`config.mk`:
```
export PLATFORM = sky130hd
export DESIGN_NAME = fault_panel
export DESIGN_NICKNAME = d
export VERILOG_FILES = /design/src/shared/fault_panel_pkg.sv /design/src/logic/sync_2ff.sv /design/src/logic/fault_panel.sv
export SDC_FILE = /design/constraint.sdc
export NUM_CORES = 1
export LEC_CHECK = 0
export BUFFER_PORTS_ARGS = -buffer_cell sky130_fd_sc_hd__buf_2
export CORE_UTILIZATION = 55
export DETAILED_ROUTE_END_ITERATION = 16
export PLACE_DENSITY = 0.81
export SYNTH_ARGS = -nofsm -noshare
export SYNTH_HDL_FRONTEND = slang
export SYNTH_SLANG_ARGS = --single-unit
```
`constraint.sdc`:
```
create_clock -name hclk -period 4.39 [get_ports hclk]
set_input_delay 0.2195 -clock hclk [delete_from_list [all_inputs] [get_ports hclk]]
set_output_delay 0.2195 -clock hclk [all_outputs]
set_load 0.02 [all_outputs]
```
`src/shared/fault_panel_pkg.sv`:
```
// package: register map, fault bit layout, reset values and timing for the fault panel block
package fault_panel_pkg;

  // ----------------------------------------------------------------
  // register byte offsets
  // ----------------------------------------------------------------
  localparam logic [7:0] OFS_FAULT      = 8'h00;
  localparam logic [7:0] OFS_IRQ_STATUS = 8'h04;
  localparam logic [7:0] OFS_IRQ_MASK   = 8'h08;
  localparam logic [7:0] OFS_CTRL       = 8'h0C;
  localparam logic [7:0] OFS_OV_LIMIT   = 8'h10;
  localparam logic [7:0] OFS_UV_LIMIT   = 8'h14;
  localparam logic [7:0] OFS_STATE      = 8'h18;

  // ----------------------------------------------------------------
  // fault bit positions (fault, irq status and irq mask share them)
  // ----------------------------------------------------------------
  localparam int FLT_OVERDRIVE   = 0;
  localparam int FLT_HIGH_REFL   = 1;
  localparam int FLT_OVER_TEMP   = 2;
  localparam int FLT_OVER_CURR   = 3;
  localparam int FLT_UNDER_VOLT  = 4;
  localparam int FLT_OVER_VOLT   = 5;
  localparam int FLT_COMBINER    = 6;
  localparam int FLT_SWITCH_FAIL = 7;
  localparam int FAULT_W         = 8;

  localparam logic [7:0] OP_FAULT_MASK = 8'h0F;
  localparam logic [7:0] HW_FAULT_MASK = 8'hF0;

  // control register fields
  localparam int CTRL_HALF_DUPLEX = 0;

  // state register fields
  localparam int ST_MODE_LSB   = 0;
  localparam int ST_LED_LSB    = 4;
  localparam int ST_SUPPLY_LSB = 16;

  // ----------------------------------------------------------------
  // reset values
  // ----------------------------------------------------------------
  localparam logic [7:0] RST_OV_LIMIT    = 8'h50;  // 80 V
  localparam logic [7:0] RST_UV_LIMIT    = 8'h2D;  // 45 V
  localparam logic       RST_HALF_DUPLEX = 1'b0;   // full duplex pairs
  localparam logic [7:0] RST_IRQ_MASK    = 8'h00;

  // ----------------------------------------------------------------
  // timing
  // ----------------------------------------------------------------
  localparam int CLK_PERIOD_NS     = 100;
  localparam int FLASH_HALF_MS     = 250;
  localparam int FLASH_HALF_CYCLES = (FLASH_HALF_MS * 1000000) / CLK_PERIOD_NS;

  // ----------------------------------------------------------------
  // operating modes
  // ----------------------------------------------------------------
  typedef enum logic [1:0] {
    MODE_BYPASS  = 2'b00,
    MODE_CHARGE  = 2'b01,
    MODE_OPERATE = 2'b10
  } mode_t;

endpackage

```
`src/logic/sync_2ff.sv`:
```
// two-stage synchroniser for a bundle of asynchronous inputs
`timescale 1ns/1ps
`default_nettype none
module sync_2ff #(
  parameter int WIDTH = 1
) (
  // clock and reset
  input  wire logic             hclk,
  input  wire logic             hresetn,
  // data
  input  wire logic [WIDTH-1:0] async_in,
  output logic      [WIDTH-1:0] sync_out
);
  logic [WIDTH-1:0] meta_ff;

  always_ff @(posedge hclk or negedge hresetn) begin
    if (!hresetn) begin
      meta_ff  <= '0;
      sync_out <= '0;
    end else begin
      meta_ff  <= async_in;
      sync_out <= meta_ff;
    end
  end
endmodule
`default_nettype wire

```
`src/logic/fault_panel.sv`:
```
// fault latching, front-panel indicator encoding and remote line control
//
// The address map and register access over AHB-Lite were chosen for this implementation.
`timescale 1ns/1ps
`default_nettype none
module fault_panel
  import fault_panel_pkg::*;
#(
  parameter int FLASH_HALF = FLASH_HALF_CYCLES
) (
  // clock and reset
  input  wire logic        hclk,
  input  wire logic        hresetn,
  // ahb-lite slave
  input  wire logic        hsel,
  input  wire logic [31:0] haddr,
  input  wire logic [1:0]  htrans,
  input  wire logic        hwrite,
  input  wire logic [2:0]  hsize,
  input  wire logic [31:0] hwdata,
  input  wire logic        hready,
  output logic      [31:0] hrdata,
  output logic             hreadyout,
  output logic             hresp,
  // protection sensors (asynchronous pins)
  input  wire logic        overdrive_det,
  input  wire logic        high_refl_det,
  input  wire logic        over_temp_det,
  input  wire logic        over_curr_det,
  input  wire logic        combiner_det,
  input  wire logic        tx_rf_det,
  input  wire logic        to_rx_switching,
  input  wire logic [7:0]  supply_volts,
  input  wire logic        bypass_key,
  // amplifier control and panel
  output logic             amp_bypass,
  output logic             bypass_indicator,
  output logic             reflection_indicator,
  output logic             drive_indicator,
  output logic             break_in_indicator,
  output logic             auto_indicator,
  output logic             irq,
  // remote line: internal serial engine side
  input  wire logic        ser_txd,
  input  wire logic        ser_tx_busy,
  output logic             ser_rxd,
  // remote line: shared/receive pair and transmit pair
  input  wire logic        pair_a_i,
  output logic             pair_a_o,
  output logic             pair_a_oe,
  output logic             pair_b_o,
  output logic             pair_b_oe
);

  // ----------------------------------------------------------------
  // input synchronisation
  // ----------------------------------------------------------------
  logic [7:0]  volts_s;
  logic [8:0]  det_s;
  logic        od_s, hr_s, ot_s, oc_s, cb_s, rf_s, torx_s, key_s, rxa_s;
  logic        key_d_ff;
  logic        key_press;

  // multi-bit supply value is assumed slowly varying relative to hclk
  sync_2ff #(.WIDTH(17)) u_sync (
    .hclk     (hclk),
    .hresetn  (hresetn),
    .async_in ({supply_volts, overdrive_det, high_refl_det, over_temp_det,
                over_curr_det, combiner_det, tx_rf_det, to_rx_switching,
                bypass_key, pair_a_i}),
    .sync_out ({volts_s, det_s})
  );
  assign {od_s, hr_s, ot_s, oc_s, cb_s, rf_s, torx_s, key_s, rxa_s} = det_s;

  always_ff @(posedge hclk or negedge hresetn) begin
    if (!hresetn) begin
      key_d_ff <= 1'b0;
    end else begin
      key_d_ff <= key_s;
    end
  end
  assign key_press = key_s & ~key_d_ff;

  // ----------------------------------------------------------------
  // ahb-lite slave, zero wait states
  // ----------------------------------------------------------------
  logic        wr_pend_ff;
  logic [7:0]  wr_addr_ff;
  logic [31:0] hrdata_ff;
  logic        addr_phase;
  logic        wr_fault, wr_irq_st, wr_irq_mask, wr_ctrl, wr_ov, wr_uv;
  logic [7:0]  fault_ff, irq_st_ff, irq_mask_ff, ov_limit_ff, uv_limit_ff;
  logic        half_ff;
  mode_t       mode_ff;
  logic [4:0]  led_ff;

  assign addr_phase = hsel & htrans[1] & hready;
  assign hreadyout  = 1'b1;
  assign hresp      = 1'b0;
  assign hrdata     = hrdata_ff;

  always_ff @(posedge hclk or negedge hresetn) begin
    if (!hresetn) begin
      wr_pend_ff <= 1'b0;
      wr_addr_ff <= 8'h00;
    end else begin
      wr_pend_ff <= addr_phase & hwrite;
      wr_addr_ff <= haddr[7:0];
    end
  end

  assign wr_fault    = wr_pend_ff & (wr_addr_ff == OFS_FAULT);
  assign wr_irq_st   = wr_pend_ff & (wr_addr_ff == OFS_IRQ_STATUS);
  assign wr_irq_mask = wr_pend_ff & (wr_addr_ff == OFS_IRQ_MASK);
  assign wr_ctrl     = wr_pend_ff & (wr_addr_ff == OFS_CTRL);
  assign wr_ov       = wr_pend_ff & (wr_addr_ff == OFS_OV_LIMIT);
  assign wr_uv       = wr_pend_ff & (wr_addr_ff == OFS_UV_LIMIT);

  // read data is captured in the address phase; unmapped reads as zero
  always_ff @(posedge hclk or negedge hresetn) begin
    if (!hresetn) begin
      hrdata_ff <= 32'h0000_0000;
    end else if (addr_phase & ~hwrite) begin
      case (haddr[7:0])
        OFS_FAULT:      hrdata_ff <= {24'h000000, fault_ff};
        OFS_IRQ_STATUS: hrdata_ff <= {24'h000000, irq_st_ff};
        OFS_IRQ_MASK:   hrdata_ff <= {24'h000000, irq_mask_ff};
        OFS_CTRL:       hrdata_ff <= {31'h00000000, half_ff};
        OFS_OV_LIMIT:   hrdata_ff <= {24'h000000, ov_limit_ff};
        OFS_UV_LIMIT:   hrdata_ff <= {24'h000000, uv_limit_ff};
        OFS_STATE:      hrdata_ff <= {8'h00, volts_s, 7'h00, led_ff, 2'h0, mode_ff};
        default:        hrdata_ff <= 32'h0000_0000;
      endcase
    end
  end

  // ----------------------------------------------------------------
  // configuration registers
  // ----------------------------------------------------------------
  always_ff @(posedge hclk or negedge hresetn) begin
    if (!hresetn) begin
      half_ff     <= RST_HALF_DUPLEX;
      ov_limit_ff <= RST_OV_LIMIT;
      uv_limit_ff <= RST_UV_LIMIT;
      irq_mask_ff <= RST_IRQ_MASK;
    end else begin
      if (wr_ctrl)     half_ff     <= hwdata[CTRL_HALF_DUPLEX];
      if (wr_ov)       ov_limit_ff <= hwdata[7:0];
      if (wr_uv)       uv_limit_ff <= hwdata[7:0];
      if (wr_irq_mask) irq_mask_ff <= hwdata[7:0];
    end
  end

  // ----------------------------------------------------------------
  // fault detection and latching
  // ----------------------------------------------------------------
  logic [7:0] fault_set;
  logic [7:0] fault_clr;
  logic       ov_cond, uv_cond, op_clear, hw_any;

  assign ov_cond = volts_s > ov_limit_ff;
  // under-voltage is only judged once the supply has charged
  assign uv_cond = (volts_s < uv_limit_ff) && (mode_ff == MODE_OPERATE);
  assign hw_any  = |(fault_ff & HW_FAULT_MASK);
  assign op_clear = key_press && (mode_ff == MODE_BYPASS) && !hw_any;

  always_comb begin
    fault_set                  = 8'h00;
    fault_set[FLT_OVERDRIVE]   = od_s;
    fault_set[FLT_HIGH_REFL]   = hr_s;
    fault_set[FLT_OVER_TEMP]   = ot_s;
    fault_set[FLT_OVER_CURR]   = oc_s;
    fault_set[FLT_UNDER_VOLT]  = uv_cond;
    fault_set[FLT_OVER_VOLT]   = ov_cond;
    fault_set[FLT_COMBINER]    = cb_s;
    fault_set[FLT_SWITCH_FAIL] = rf_s & torx_s;
    fault_clr = (wr_fault ? hwdata[7:0] : 8'h00)
              | (op_clear ? OP_FAULT_MASK : 8'h00);
  end

  // a fresh event wins over a clear in the same cycle
  always_ff @(posedge hclk or negedge hresetn) begin
    if (!hresetn) begin
      fault_ff <= 8'h00;
    end else begin
      fault_ff <= (fault_ff & ~fault_clr) | fault_set;
    end
  end

  // ----------------------------------------------------------------
  // interrupt status: new latches are events
  // ----------------------------------------------------------------
  logic [7:0] fault_event;
  assign fault_event = fault_set & ~fault_ff;

  always_ff @(posedge hclk or negedge hresetn) begin
    if (!hresetn) begin
      irq_st_ff <= 8'h00;
      irq       <= 1'b0;
    end else begin
      irq_st_ff <= (irq_st_ff & ~(wr_irq_st ? hwdata[7:0] : 8'h00)) | fault_event;
      irq       <= |(irq_st_ff & irq_mask_ff);
    end
  end

  // ----------------------------------------------------------------
  // operating mode
  // ----------------------------------------------------------------
  always_ff @(posedge hclk or negedge hresetn) begin
    if (!hresetn) begin
      mode_ff <= MODE_BYPASS;
    end else begin
      case (mode_ff)
        MODE_BYPASS: begin
          if (op_clear) mode_ff <= MODE_CHARGE;
        end
        MODE_CHARGE: begin
          if (|fault_ff || key_press)          mode_ff <= MODE_BYPASS;
          else if (volts_s >= uv_limit_ff)     mode_ff <= MODE_OPERATE;
        end
        MODE_OPERATE: begin
          if (|fault_ff || key_press) mode_ff <= MODE_BYPASS;
        end
        default: mode_ff <= MODE_BYPASS;
      endcase
    end
  end

  assign amp_bypass = (mode_ff != MODE_OPERATE);

  // ----------------------------------------------------------------
  // common flash timebase
  // ----------------------------------------------------------------
  logic [31:0] flash_cnt_ff;
  logic        flash_ff;

  // one shared phase keeps combined patterns blinking in step
  always_ff @(posedge hclk or negedge hresetn) begin
    if (!hresetn) begin
      flash_cnt_ff <= 32'h0000_0000;
      flash_ff     <= 1'b0;
    end else if (flash_cnt_ff == 32'(FLASH_HALF - 1)) begin
      flash_cnt_ff <= 32'h0000_0000;
      flash_ff     <= ~flash_ff;
    end else begin
      flash_cnt_ff <= flash_cnt_ff + 32'h0000_0001;
    end
  end

  // ----------------------------------------------------------------
  // indicator encoding: {bypass, reflection, drive, break_in, auto}
  // ----------------------------------------------------------------
  logic [4:0] steady_on, flash_on, nxt_led;

  always_comb begin
    steady_on = 5'h00;
    flash_on  = 5'h00;
    if (fault_ff[FLT_OVERDRIVE]) steady_on = steady_on | 5'h14;
    if (fault_ff[FLT_HIGH_REFL]) steady_on = steady_on | 5'h18;
    if (fault_ff[FLT_OVER_TEMP]) steady_on = steady_on | 5'h1C;
    if (fault_ff[FLT_OVER_CURR]) begin
      steady_on = steady_on | 5'h10;
      flash_on  = flash_on | 5'h02;
    end
    if (fault_ff[FLT_UNDER_VOLT])  flash_on = flash_on | 5'h10;
    if (fault_ff[FLT_OVER_VOLT])   flash_on = flash_on | 5'h11;
    if (fault_ff[FLT_COMBINER])    flash_on = flash_on | 5'h1B;
    if (fault_ff[FLT_SWITCH_FAIL]) flash_on = flash_on | 5'h1F;
    // a manual bypass with nothing latched shows bypass steady
    if (mode_ff == MODE_BYPASS && fault_ff == 8'h00) steady_on = 5'h10;
    if (mode_ff == MODE_CHARGE) flash_on = flash_on | 5'h10;
    // hardware faults take the bypass lamp over to flashing
    if (hw_any) steady_on[4] = 1'b0;
    nxt_led = steady_on | (flash_ff ? flash_on : 5'h00);
  end

  always_ff @(posedge hclk or negedge hresetn) begin
    if (!hresetn) begin
      led_ff <= 5'h10;
    end else begin
      led_ff <= nxt_led;
    end
  end

  assign {bypass_indicator, reflection_indicator, drive_indicator,
          break_in_indicator, auto_indicator} = led_ff;

  // ----------------------------------------------------------------
  // remote line drivers
  // ----------------------------------------------------------------
  // half duplex: one pair, driven only while our frame is going out
  assign pair_a_o  = ser_txd;
  assign pair_a_oe = half_ff & ser_tx_busy;
  assign pair_b_o  = ser_txd;
  assign pair_b_oe = ~half_ff;
  assign ser_rxd   = (half_ff & ser_tx_busy) ? 1'b1 : rxa_s;

  // ----------------------------------------------------------------
  // checks
  // ----------------------------------------------------------------
  a_switch_fail_latch: assert property (@(posedge hclk) disable iff (!hresetn)
    (rf_s && torx_s) |=> fault_ff[FLT_SWITCH_FAIL] ##1 amp_bypass)
    else $error("switch failure not latched");

  a_hw_key_ignored: assert property (@(posedge hclk) disable iff (!hresetn)
    (hw_any && key_press && !wr_fault) |=> ($past(fault_ff) & HW_FAULT_MASK) ==
      (fault_ff & $past(fault_ff) & HW_FAULT_MASK) && mode_ff == MODE_BYPASS)
    else $error("hardware fault changed on key press");

  a_op_key_clear: assert property (@(posedge hclk) disable iff (!hresetn)
    (op_clear && !od_s && !hr_s && !ot_s && !oc_s) |=>
      (fault_ff & OP_FAULT_MASK) == 8'h00 && mode_ff == MODE_CHARGE)
    else $error("operational faults not cleared by key");

  a_ov_latch: assert property (@(posedge hclk) disable iff (!hresetn)
    ov_cond |=> fault_ff[FLT_OVER_VOLT] ##1 amp_bypass)
    else $error("over-voltage not latched");

  a_uv_latch: assert property (@(posedge hclk) disable iff (!hresetn)
    (mode_ff == MODE_OPERATE && volts_s < uv_limit_ff) |=>
      fault_ff[FLT_UNDER_VOLT] ##1 mode_ff == MODE_BYPASS)
    else $error("under-voltage not latched");

  a_hw_bypass_flash: assert property (@(posedge hclk) disable iff (!hresetn)
    hw_any |=> bypass_indicator == $past(flash_ff))
    else $error("bypass not flashing on hardware fault");

  a_op_bypass_steady: assert property (@(posedge hclk) disable iff (!hresetn)
    (|(fault_ff & OP_FAULT_MASK) && !hw_any) |=> bypass_indicator)
    else $error("bypass not steady on operational fault");

  a_overdrive_pattern: assert property (@(posedge hclk) disable iff (!hresetn)
    (fault_ff == 8'h01) |=> drive_indicator && !reflection_indicator)
    else $error("overdrive pattern wrong");

  a_charge_flash: assert property (@(posedge hclk) disable iff (!hresetn)
    (mode_ff == MODE_CHARGE && fault_ff == 8'h00) |=> bypass_indicator == $past(flash_ff))
    else $error("bypass not flashing while charging");

  a_flash_step: assert property (@(posedge hclk) disable iff (!hresetn)
    (flash_ff != $past(flash_ff)) |-> $past(flash_cnt_ff) == 32'(FLASH_HALF - 1))
    else $error("flash toggled off its period");

  a_duplex_lines: assert property (@(posedge hclk) disable iff (!hresetn)
    half_ff |-> !pair_b_oe && (pair_a_oe == ser_tx_busy))
    else $error("half duplex line not released");

  a_full_duplex: assert property (@(posedge hclk) disable iff (!hresetn)
    !half_ff |-> pair_b_oe && !pair_a_oe)
    else $error("full duplex pairs wrong");

  a_remote_clear: assert property (@(posedge hclk) disable iff (!hresetn)
    (wr_fault && (hwdata[7:0] & fault_set) == 8'h00) |=>
      (fault_ff & $past(hwdata[7:0])) == 8'h00)
    else $error("remote fault clear failed");

endmodule
`default_nettype wire

```
==> impl_metrics.csv, run 1 <==
group,metric,value,unit
final_layout,antenna_cells,0,
grt,track_usage,25.1,%
placement,port_buffers,66,
yosys,synth_seq_cells,143,
timing,finalSetupViolCount,0,
setup_path,cp-start-kind,"flip-flop",
placement,gp_congestion,0.865,
final_layout,area_growth,20.3,%
power_and_ir_drop,seq_power_share,43.6,%
clocking,clock_path_buffers,2,
floorplanning,core_area,11000,um2
grt,grt_busiest_layer,"met2",
floorplanning,ios,139,
yosys,synth_edf_count,0,
yosys,yosys.area.top_type,"dfrtp_1",
setup_path,path_class,"reg2reg",
timing,min_period_over_period,54.4,%
routing,vias,4374,
routing,antenna_left,0,
floorplanning,chipWidth,109,um
setup_path,cp_slowest_stage_delay,0.71,ns
final_layout,final-seq-area,3590,um2
yosys,async_flop_share,100,%
yosys,yosysWarnings,0,
setup_path,critical_path_required,4.69,ns
timing,tns,0,ns
setup_path,end_kind,"flip-flop",
yosys,synth_cells,521,
routing,drc,0,
grt,grtUsageMet1,30.1,%
routing,via_per_inst,5.70,
routing,wire_per_inst,17.9,um
clocking,clk_latency,0.43,ns
final_layout,finish.utilization,68.9,%
placement,dpl_cell_area,6700,um2
timing,tightest_slew,1.00,ns
grt,met2_usage,41.7,%
timing,rsz0062_at_grt,"false",
power_and_ir_drop,power_switching,0.000654,W
setup_path,critPathArrivalTime,2.69,ns
grt,met3_usage,7.65,%
power_and_ir_drop,peakVddDrop,0.000278,V
grt,grt_pass1_wl,22000,um
grt,grt_start_max_net_pins,114,
flow_run,drv_cap,0,
floorplanning,die_height,109,um
yosys,seq_area_frac_synth,56.8,%
final_layout,fin_nets,725,
yosys,synth_ff_type,"dfrtp_1",
clocking,clock_sinks,143,
hold_path,hp-class,"in2reg",
timing,slew_violations,0,
final_layout,drive_above_1_share,24.4,%
timing,period_minus_slack,2.39,ns
clocking,holdBufCountCts,23,
power_and_ir_drop,p_leak,3.53,nW
power_and_ir_drop,fin_total_pwr,0.00315,W
clocking,clockRootBuffer,"clkbuf_16",
floorplanning,die_area,11900,um2
clocking,cts-htree-levels,4,
clocking,post_cts_buffers,0,
power_and_ir_drop,combinationalPowerShare,5.3,%
yosys,ys_types,66,
routing,first_pass_iters,5,
floorplanning,placementRows,38,
setup_path,cpMaxStageDelayCell,"nor2b_1",
power_and_ir_drop,internal_power,0.00250,W
setup_path,path_max_fanout,8,
timing,worst_slack,2.00,ns
yosys,synth_top_area_share,53.9,%
status,status,"complete, no violations",
final_layout,multi_input_area,2480,um2
grt,grt_pass1_vias,4499,
power_and_ir_drop,switching_share,20.7,%
routing,drt_iter0_markers,272,
grt,antenna_found_initial,0,
clocking,cts_buffers,17,
timing,hold_viol,0,
timing,slew_headroom,32.8,%
clocking,cts_tree,"built",
yosys,syn_area,6320,um2
power_and_ir_drop,clkPwrFrac,51.1,%
placement,dpl.hpwl,9340,um
timing,fmax,0.419,GHz
final_layout,fill_cells,756,
power_and_ir_drop,power_per_cell_area,415,nW/um2
setup_path,crit_path_cell_trace,"nor4_2, nand3b_2, nor3b_2, nor2b_1, mux2_2",
grt,gr-total-overflow,0,
clocking,post_cts_resized,0,
clocking,cts.reportedPaths.clkPinSlew,0.06,ns
floorplanning,initial_core_util,57.3,%
yosys,synth.area.top_cells,"dfrtp_1 54%, mux2_2 4.6%, ha_1 3.4%, a22o_1 2.9%, dfstp_2 2.9%",
yosys,avgSynthCellArea,12.1,um2
placement,place_ws,2.04,ns
timing,skew,0.0169,ns
final_layout,design_area,7600,um2
routing,wl,13700,um
-- layout make-up --
class	count	share of cell area, %
Multi-Input combinational cell	333	32.6
Tap cell	140	2.30
Inverter	30	1.48
Timing Repair Buffer	90	7.55
Clock inverter	9	2.34
Sequential cell	143	47.2
Clock buffer	23	6.55
-- logic make-up (layout without fill, tap and decap cells) --
group                      Yosys count  count (layout)  share of synthesized area, %
xor gates and xnor gates            27              27                          3.74
DFF                                143             143                          56.8
adders and majority gates           17              17                          3.37
and+or+nand+nor                    154             154                          13.9
muxes                               40              40                          7.64
other                                2              17                         0.119
buffers and inverters               60             152                          4.91
AOI/OAI and AO/OA                   78              78                          9.60
-- synthesized netlist by cell type (10+ instances only) --
| master | number |
|---|---|
| mux2_2 | 26 |
| nor2_1 | 26 |
| a22o_1 | 21 |
| dfrtp_1 | 136 |
| inv_1 | 30 |
| a21oi_1 | 14 |
| nand3_1 | 23 |
| nand2_1 | 40 |
| ha_1 | 17 |
| mux2i_1 | 10 |
| nand4_1 | 12 |
| buf_4 | 19 |
| xnor2_1 | 18 |
-- metal layers --
metal  vias up  share of wire (%)
met2       152                 51
met3        27                5.2
met5         -                  0
met4         0                2.5
met1      2183                 42
li1       2012                  -
-- registers in the layout, summed over array words and instances, names as in the netlist, 2 cells and up --
name             cells
fault_ff             8
flash_cnt_ff        32
hrdata              17
irq_mask_ff          8
irq_st_ff            8
led_ff               5
mode_ff              2
ov_limit_ff          8
u_sync.meta_ff      17
u_sync.sync_out     17
uv_limit_ff          8
wr_addr_ff           8
-- power groups by stage --
stage | clock, W | sequential (W) | combinational [W]
3_5_place_dp | 0 | 0.00140 | 0.000151
5_1_grt | 0.00168 | 0.00138 | 0.000187
6_report | 0.00161 | 0.00137 | 0.000168
2_1_floorplan | 0 | 0.00139 | 0.0000935
3_3_place_gp | 0 | 0.00140 | 0.000143
4_1_cts | 0.00162 | 0.00137 | 0.000169
-- per-stage QoR --
stage / hold WS (ns) / std cells
6_report: 0.0935 / 768
5_1_grt: 0.0858 / 768
4_1_cts: 0.0822 / 768
3_5_place_dp: 0.329 / 713
3_3_place_gp: 0.327 / 713
2_1_floorplan: -0.0761 / 536
-- placed cells by master (no fill, tap or decap), types with 17 or more instances in the layout --
| master | instances |
|---|---|
| mux2_2 | 26 |
| dfrtp_1 | 136 |
| conb_1 | 17 |
| clkbuf_16 | 17 |
| inv_1 | 30 |
| xnor2_1 | 18 |
| nor2_1 | 26 |
| a22o_1 | 21 |
| buf_2 | 65 |
| ha_1 | 17 |
| dlygate4sd3_1 | 23 |
| nand3_1 | 23 |
| nand2_1 | 40 |
-- worst max-delay path: cells and delay by family (launching register included) --
| family | cells | cell delay, ns |
|---|---|---|
| mux | 1 | 0.42 |
| flops | 1 | 0.39 |
| simple gates | 4 | 1.48 |
-- worst paths after layout --
path	start	to	slack, ns	cells after the start
worst max register to register	wr_addr_ff[5]	ov_limit_ff[0]	2.00	5
worst min register to register	u_sync.meta_ff[8]	u_sync.sync_out[8]	0.34	0
max in group asynchronous	hresetn	ov_limit_ff[4]	2.85	3
min in group asynchronous	hresetn	u_sync.sync_out[6]	0.54	2
worst max-delay path	wr_addr_ff[5]	ov_limit_ff[0]	2.00	5
worst min-delay path	hwdata[5]	ov_limit_ff[5]	0.09	2
No activity file was read; power rests on OpenSTA's default activity.
==> run 2, diff against run 1 <==
--- a/config.mk
+++ b/config.mk
@@ -5,10 +5,11 @@
 export SDC_FILE = /design/constraint.sdc
 export NUM_CORES = 1
 export LEC_CHECK = 0
+export ABC_AREA = 1
 export BUFFER_PORTS_ARGS = -buffer_cell sky130_fd_sc_hd__buf_2
 export CORE_UTILIZATION = 55
 export DETAILED_ROUTE_END_ITERATION = 16
-export PLACE_DENSITY = 0.81
+export PLACE_DENSITY = 0.8
 export SYNTH_ARGS = -nofsm -noshare
 export SYNTH_HDL_FRONTEND = slang
 export SYNTH_SLANG_ARGS = --single-unit
==> constraint.sdc (replaced) <==
create_clock -name hclk -period 2.4 [get_ports hclk]
set_input_delay 0.12 -clock hclk [delete_from_list [all_inputs] [get_ports hclk]]
set_output_delay 0.12 -clock hclk [all_outputs]
set_load 0.02 [all_outputs]
==> run 2 against run 1 <==
Combinational power up 58%. Design area up 8.0%. Routed wire length increased by 11%. Global-route usage grew 0.68 points. First-iteration DRC count rose by 30%. Sequential power grew 82%. Critical path type is now in2reg. Critical endpoint is now hrdata[3]. Largest cell class unchanged.
==> impl_metrics.csv, run 2 <==
group,metric,value,unit
status,status,"complete, no violations",
final_layout,final_cells,1112,
final_layout,drive_above_1_share,14.7,%
placement,gp_congestion,0.909,
final_layout,antenna_cells,0,
setup_path,critical_path_required,2.75,ns
floorplanning,chipWidth,114,um
clocking,cts_buffers,17,
setup_path,cp_slowest_stage_delay,0.54,ns
setup_path,reg2reg_to,"fault_ff[2]",
yosys,synth_top_area_share,49.1,%
routing,drt_iter0_markers,353,
hold_path,hp-class,"in2reg",
routing,drc,0,
timing,min_period_over_period,72.7,%
yosys,avgSynthCellArea,8.36,um2
timing,skew,0.00723,ns
final_layout,layout_common_cells,"226 x nand2_1, 136 x dfrtp_1, 110 x inv_1, 84 x nor2_1, 65 x buf_2",
grt,grt_pass1_vias,5528,
yosys,synth_common_cells,"226 x nand2_1, 136 x dfrtp_1, 110 x inv_1",
setup_path,rrSetupSlack,0.81,ns
grt,grt_pass1_wl,25800,um
routing,antenna_left,0,
routing,first_pass_iters,7,
floorplanning,initial_core_util,57.0,%
yosys,yosysWarnings,0,
yosys,synth_seq_cells,143,
final_layout,design_area,8210,um2
timing,slew_headroom,61.9,%
setup_path,worstRegToRegCells,8,
floorplanning,die_area,13100,um2
setup_path,r2r-start,"fault_ff[6]",
setup_path,end_kind,"flip-flop",
timing,tns,0,ns
floorplanning,placementRows,40,
setup_path,path_class,"in2reg",
clocking,clk_latency,0.42,ns
placement,post-place-cells,1054,
routing,via_per_inst,5.03,
grt,grt_start_max_net_pins,64,
timing,rsz0062_at_grt,"false",
setup_path,critPathArrivalTime,2.10,ns
floorplanning,die_height,114,um
final_layout,final_common_cell,"nand2_1",
timing,period_minus_slack,1.74,ns
clocking,post_cts_buffers,0,
clocking,clock_path_buffers,2,
hold_path,hp-start,"hwdata[7]",
timing,slew_violations,0,
setup_path,crit_path_end,"hrdata[3]",
placement,dpl.hpwl,10800,um
clocking,cts.reportedPaths.clkPinSlew,0.06,ns
setup_path,cpMaxStageDelayCell,"dlygate4sd3_1",
final_layout,fin_nets,1044,
setup_path,path_buf_inv,3,
routing,wl,15200,um
grt,antenna_found_initial,0,
final_layout,area_growth,18.4,%
timing,hold_viol,0,
yosys,synth_edf_count,0,
power_and_ir_drop,power_per_cell_area,639,nW/um2
power_and_ir_drop,p_leak,4.30,nW
setup_path,crit_family,"simple AND/OR/NAND/NOR gates",
placement,port_buffers,66,
setup_path,crit_cells,9,
final_layout,finish.utilization,67.5,%
yosys,synth_most_common_cell,"nand2_1",
timing,tightest_slew,0.572,ns
routing,vias,5593,
yosys,synth_ff_type,"dfrtp_1",
yosys,yosys.area.top_type,"dfrtp_1",
clocking,clockRootBuffer,"clkbuf_16",
final_layout,largest_register_ffs,32,
final_layout,fill_cells,991,
grt,track_usage,25.8,%
clocking,cts-htree-levels,4,
yosys,synth.area.top_cells,"dfrtp_1 49%, nand2_1 12%, inv_1 6.0%, nor2_1 4.5%, nand3_1 3.9%",
grt,gr-total-overflow,0,
setup_path,cpMostUsedCell,"nand2_1",
floorplanning,ios,139,
yosys,syn_area,6930,um2
yosys,seq_area_frac_synth,51.7,%
setup_path,cp-start-kind,"primary input",
yosys,synth_cells,829,
setup_path,crit_path_cell_trace,"dlygate4sd3_1, buf_2, inv_1, nand2_1, nor2_4, nand2_1, o21ai_0, o21ai_0, nand2_1",
routing,wire_per_inst,13.7,um
setup_path,path_max_fanout,17,
timing,finalSetupViolCount,0,
flow_run,drv_cap,0,
setup_path,critPathLaunch,"haddr[6]",
floorplanning,core_area,12200,um2
final_layout,top_register,"flash_cnt_ff",
clocking,clock_sinks,143,
timing,fmax,0.573,GHz
clocking,cts_tree,"built",
yosys,async_flop_share,100,%
yosys,ys_types,36,
placement,dpl_cell_area,7370,um2
power_and_ir_drop,peakVddDrop,0.000490,V
hold_path,holdPathStages,3,
## run 2: cell types whose count changed in the layout (fill, tap and decap cells not counted), sizes merged, moves of 10 or more
cell	previous run	this run
nand2	40	230
inv	30	112
nor2	27	99
o21ai	8	60
nand3	23	57
mux2	26	0
a22o	21	0
nor3	10	27
xnor2	18	2
mux2i	10	0
## run 2: cells by family after synthesis
group | synth area share, %
compound gates | 6.21
xor+xnor | 2.15
fa+ha+maj | 3.07
buf+inv | 9.15
flops | 51.7
other cells | 0.108
simple gates | 27.6
## run 2: worst reg2reg max path: stages, from the launching register on
cell,delay (ns)
dfrtp_1,0.41
nor2_1,0.31
nand3_1,0.21
inv_1,0.11
nand2_1,0.05
nor2_1,0.14
inv_1,0.12
nand2_1,0.08
o21bai_1,0.06
## run 2: layout make-up
class | count | area (um2) | area share (%)
sequential | 143 | 3590 | 43.7
multi-input combinational | 561 | 2770 | 33.7
clock buffer | 22 | 464 | 5.65
inverter | 112 | 420 | 5.12
tap | 168 | 210 | 2.56
clock inverter | 7 | 88.8 | 1.08
timing repair buffer | 99 | 669 | 8.15
## run 2: how the worst min path moves through the flow
stage / end
finish: uv_limit_ff[7]
global route: uv_limit_ff[1]
CTS: uv_limit_ff[7]
detailed placement: u_sync.meta_ff[2]
global placement: u_sync.meta_ff[2]
floorplan: fault_ff[0]
## run 2: metal layers
layer  vias to the layer above  GRT usage [%]  part of all wire [%]  wire length [um]
li1                       2793              -                     -                 -
met1                      2608           32.3                    43              6600
met2                       161           43.6                    49              7480
met3                        31           5.35                   5.0               761
met4                         0           10.5                   2.3               343
met5                         -              0                     0                 0
## run 2: report_power, final
part / switching [W] / internal (W) / leakage (nW)
clock: 0.000932 / 0.00156 / 0.275
sequential: 0.0000256 / 0.00246 / 1.66
combinational: 0.000171 / 0.0000938 / 2.36
total: 0.00113 / 0.00412 / 4.30
## run 2: metrics by stage
step	total power, W	setup WS (ns)	hold slack, ns
2_1_floorplan	0.00266	1.01	-0.176
3_3_place_gp	0.00275	0.855	0.136
3_5_place_dp	0.00276	0.832	0.141
4_1_cts	0.00528	0.738	0.0330
5_1_grt	0.00541	0.452	0.0539
6_report	0.00524	0.656	0.0352
## run 2: what timing repair did
action | CTS | global route
resized for setup | 0 | 0
hold buffers | 29 | 0
hold endpoints to repair | 80 | 0
==> run 3, diff against run 2 <==
--- a/config.mk
+++ b/config.mk
@@ -7,9 +7,9 @@
 export LEC_CHECK = 0
 export ABC_AREA = 1
 export BUFFER_PORTS_ARGS = -buffer_cell sky130_fd_sc_hd__buf_2
-export CORE_UTILIZATION = 55
+export CORE_UTILIZATION = 50
 export DETAILED_ROUTE_END_ITERATION = 16
-export PLACE_DENSITY = 0.8
+export PLACE_DENSITY = 0.76
 export SYNTH_ARGS = -nofsm -noshare
 export SYNTH_HDL_FRONTEND = slang
 export SYNTH_SLANG_ARGS = --single-unit
==> constraint.sdc (replaced) <==
create_clock -name hclk -period 1.6 [get_ports hclk]
set_input_delay 0.08 -clock hclk [delete_from_list [all_inputs] [get_ports hclk]]
set_output_delay 0.08 -clock hclk [all_outputs]
set_load 0.02 [all_outputs]
==> run 3 against run 2 <==
Register-to-register slack lost 0.76 ns. Critical path depth grew 1. Largest cell class unchanged. Sequential share of layout area shrank 1.1 points. Setup slack lost 0.61 ns. Critical endpoint is now mode_ff[1]. Sequential power grew 50%. Combinational power grew 58%. Via count grew 1.2%. Die area grew 9.8%.
==> impl_metrics.csv, run 3 (synthesis results as in run 2) <==
group,metric,value,unit
status,status,"complete, no violations",
clocking,cts_buffers,17,
grt,met2_usage,40.0,%
routing,drt_iter0_markers,439,
timing,fmax,0.644,GHz
final_layout,antenna_cells,0,
routing,drc,0,
routing,via_per_inst,4.99,
routing,vias,5658,
grt,grt_start_max_net_pins,47,
power_and_ir_drop,combinationalPowerShare,5.2,%
final_layout,area_growth,21.3,%
flow_run,drv_cap,0,
clocking,clockRootBuffer,"clkbuf_16",
power_and_ir_drop,power_per_cell_area,952,nW/um2
grt,grt_pass1_wl,26200,um
setup_path,reg2reg_to,"mode_ff[1]",
setup_path,critical_path_required,1.91,ns
final_layout,fin_nets,1054,
grt,track_usage,23.6,%
placement,post-place-cells,1070,
power_and_ir_drop,switching_share,22.7,%
floorplanning,die_height,120,um
power_and_ir_drop,internal_power,0.00619,W
timing,skew,0.00693,ns
setup_path,critPathArrivalTime,1.86,ns
final_layout,layout_common_cells,"221 x nand2_1, 136 x dfrtp_1, 110 x inv_1, 80 x nor2_1, 65 x buf_2",
routing,wire_per_inst,13.9,um
hold_path,hp-class,"in2reg",
clocking,cts.reportedPaths.clkPinSlew,0.06,ns
clocking,clock_sinks,143,
grt,gr-total-overflow,0,
setup_path,cp-start-kind,"flip-flop",
placement,gp_congestion,0.907,
final_layout,finish.utilization,62.8,%
floorplanning,core_area,13400,um2
floorplanning,chipWidth,120,um
timing,finalSetupViolCount,0,
final_layout,largest_register_ffs,32,
grt,antenna_found_initial,0,
setup_path,path_class,"reg2reg",
routing,wl,15800,um
timing,slew_violations,0,
clocking,cts-htree-levels,4,
final_layout,design_area,8410,um2
grt,grtUsageMet1,29.5,%
floorplanning,initial_core_util,51.7,%
final_layout,top_register,"flash_cnt_ff",
clocking,cts_tree,"built",
setup_path,rrSetupSlack,0.05,ns
power_and_ir_drop,seq_power_share,46.6,%
final_layout,multi_input_area,2830,um2
final_layout,drive_above_1_share,17.3,%
setup_path,path_max_fanout,3,
placement,dpl_cell_area,7450,um2
power_and_ir_drop,fin_total_pwr,0.00801,W
timing,rsz0062_at_grt,"true",
placement,dpl.hpwl,11400,um
clocking,clock_path_buffers,2,
power_and_ir_drop,clkPwrFrac,48.2,%
setup_path,end_kind,"flip-flop",
placement,port_buffers,66,
timing,period_minus_slack,1.55,ns
grt,grt_busiest_layer,"met2",
final_layout,fill_cells,1169,
routing,first_pass_iters,5,
final_layout,final_cells,1133,
routing,antenna_left,0,
power_and_ir_drop,peakVddDrop,0.000766,V
power_and_ir_drop,power_switching,0.00182,W
grt,met3_usage,4.99,%
final_layout,final-seq-area,3590,um2
setup_path,critPathLaunch,"uv_limit_ff[2]",
power_and_ir_drop,p_leak,4.35,nW
floorplanning,ios,139,
timing,min_period_over_period,97.0,%
floorplanning,placementRows,42,
grt,grt_pass1_vias,5622,
timing,hold_viol,0,
setup_path,worstRegToRegCells,10,
floorplanning,die_area,14300,um2
setup_path,crit_path_end,"mode_ff[1]",
final_layout,final_common_cell,"nand2_1",
setup_path,r2r-start,"uv_limit_ff[2]",
clocking,clk_latency,0.42,ns
[run 3: cell types whose count changed in the layout (fill, tap and decap cells not counted), moves of 2 or more]
cell        before  now
buf_4            3   10
nand2_1        226  221
nand2_2          4    9
clkinvlp_4       0    4
nor2_1          84   80
nor2_2           8   12
ha_1            17   14
inv_6            0    3
buf_12           1    3
clkinv_2         4    2
ha_4             0    2
o21ai_0         36   34
o21ai_1         24   26
[run 3: per-layer routing]
| metal | share of wire (%) | vias up |
|---|---|---|
| met5 | 0 | - |
| met4 | 2.2 | 0 |
| met3 | 4.6 | 29 |
| met2 | 50 | 176 |
| met1 | 43 | 2643 |
| li1 | - | 2810 |
[run 3: final cells by class]
class | count | share of cell area [%]
flip-flops and latches | 143 | 42.6
multi-input cells | 561 | 33.6
clock buffers | 20 | 5.31
inverters | 112 | 5.03
well taps | 176 | 2.62
clock inverters | 12 | 1.61
repair buffers | 109 | 9.18
[run 3: how the worst min path moves through the flow]
| stage | start | endpoint | cells past startpoint |
|---|---|---|---|
| 6_report | hwdata[1] | uv_limit_ff[1] | 3 |
| 5_1_grt | hwdata[6] | ov_limit_ff[6] | 3 |
| 4_1_cts | hwdata[5] | uv_limit_ff[5] | 3 |
| 3_5_place_dp | hresetn | u_sync.meta_ff[7] | 1 |
| 3_3_place_gp | hresetn | u_sync.meta_ff[7] | 1 |
| 2_1_floorplan | hresetn | fault_ff[0] | 0 |
[run 3: power by group through the flow]
stage / Combinational [W] / Sequential [W] / Clock, W
6_report: 0.000418 / 0.00373 / 0.00386
5_1_grt: 0.000469 / 0.00374 / 0.00408
3_5_place_dp: 0.000354 / 0.00380 / 0
4_1_cts: 0.000411 / 0.00373 / 0.00392
3_3_place_gp: 0.000347 / 0.00379 / 0
2_1_floorplan: 0.000201 / 0.00379 / 0
[run 3: worst max-delay path: stages (launching register included)]
cell     delay [ns]
dfstp_2        0.55
inv_1          0.05
ha_1           0.28
nand2_1        0.08
inv_1          0.05
nand2_1        0.07
nand2_1        0.06
nand2_2        0.07
nand2_2        0.06
nor2_2         0.10
a21oi_1        0.05
[run 3: through the flow]
step                hold slack, ns  setup slack (ns)  TNS, ns
floorplan                   -0.216             0.208        0
global placement            0.0424            0.0734        0
detailed placement          0.0425            0.0670        0
CTS                       0.000250            0.0281        0
global route               0.00658           -0.0279   -0.164
finish                     0.00289            0.0474        0
[run 3: timing repair]
| item | CTS | global route |
|---|---|---|
| hold buffers | 30 | 0 |
| endpoints found under the setup margin | 0 | 20 |
| hold endpoints to repair | 145 | 0 |
| buffers inserted | 0 | 1 |
| gates resized for setup | 0 | 17 |
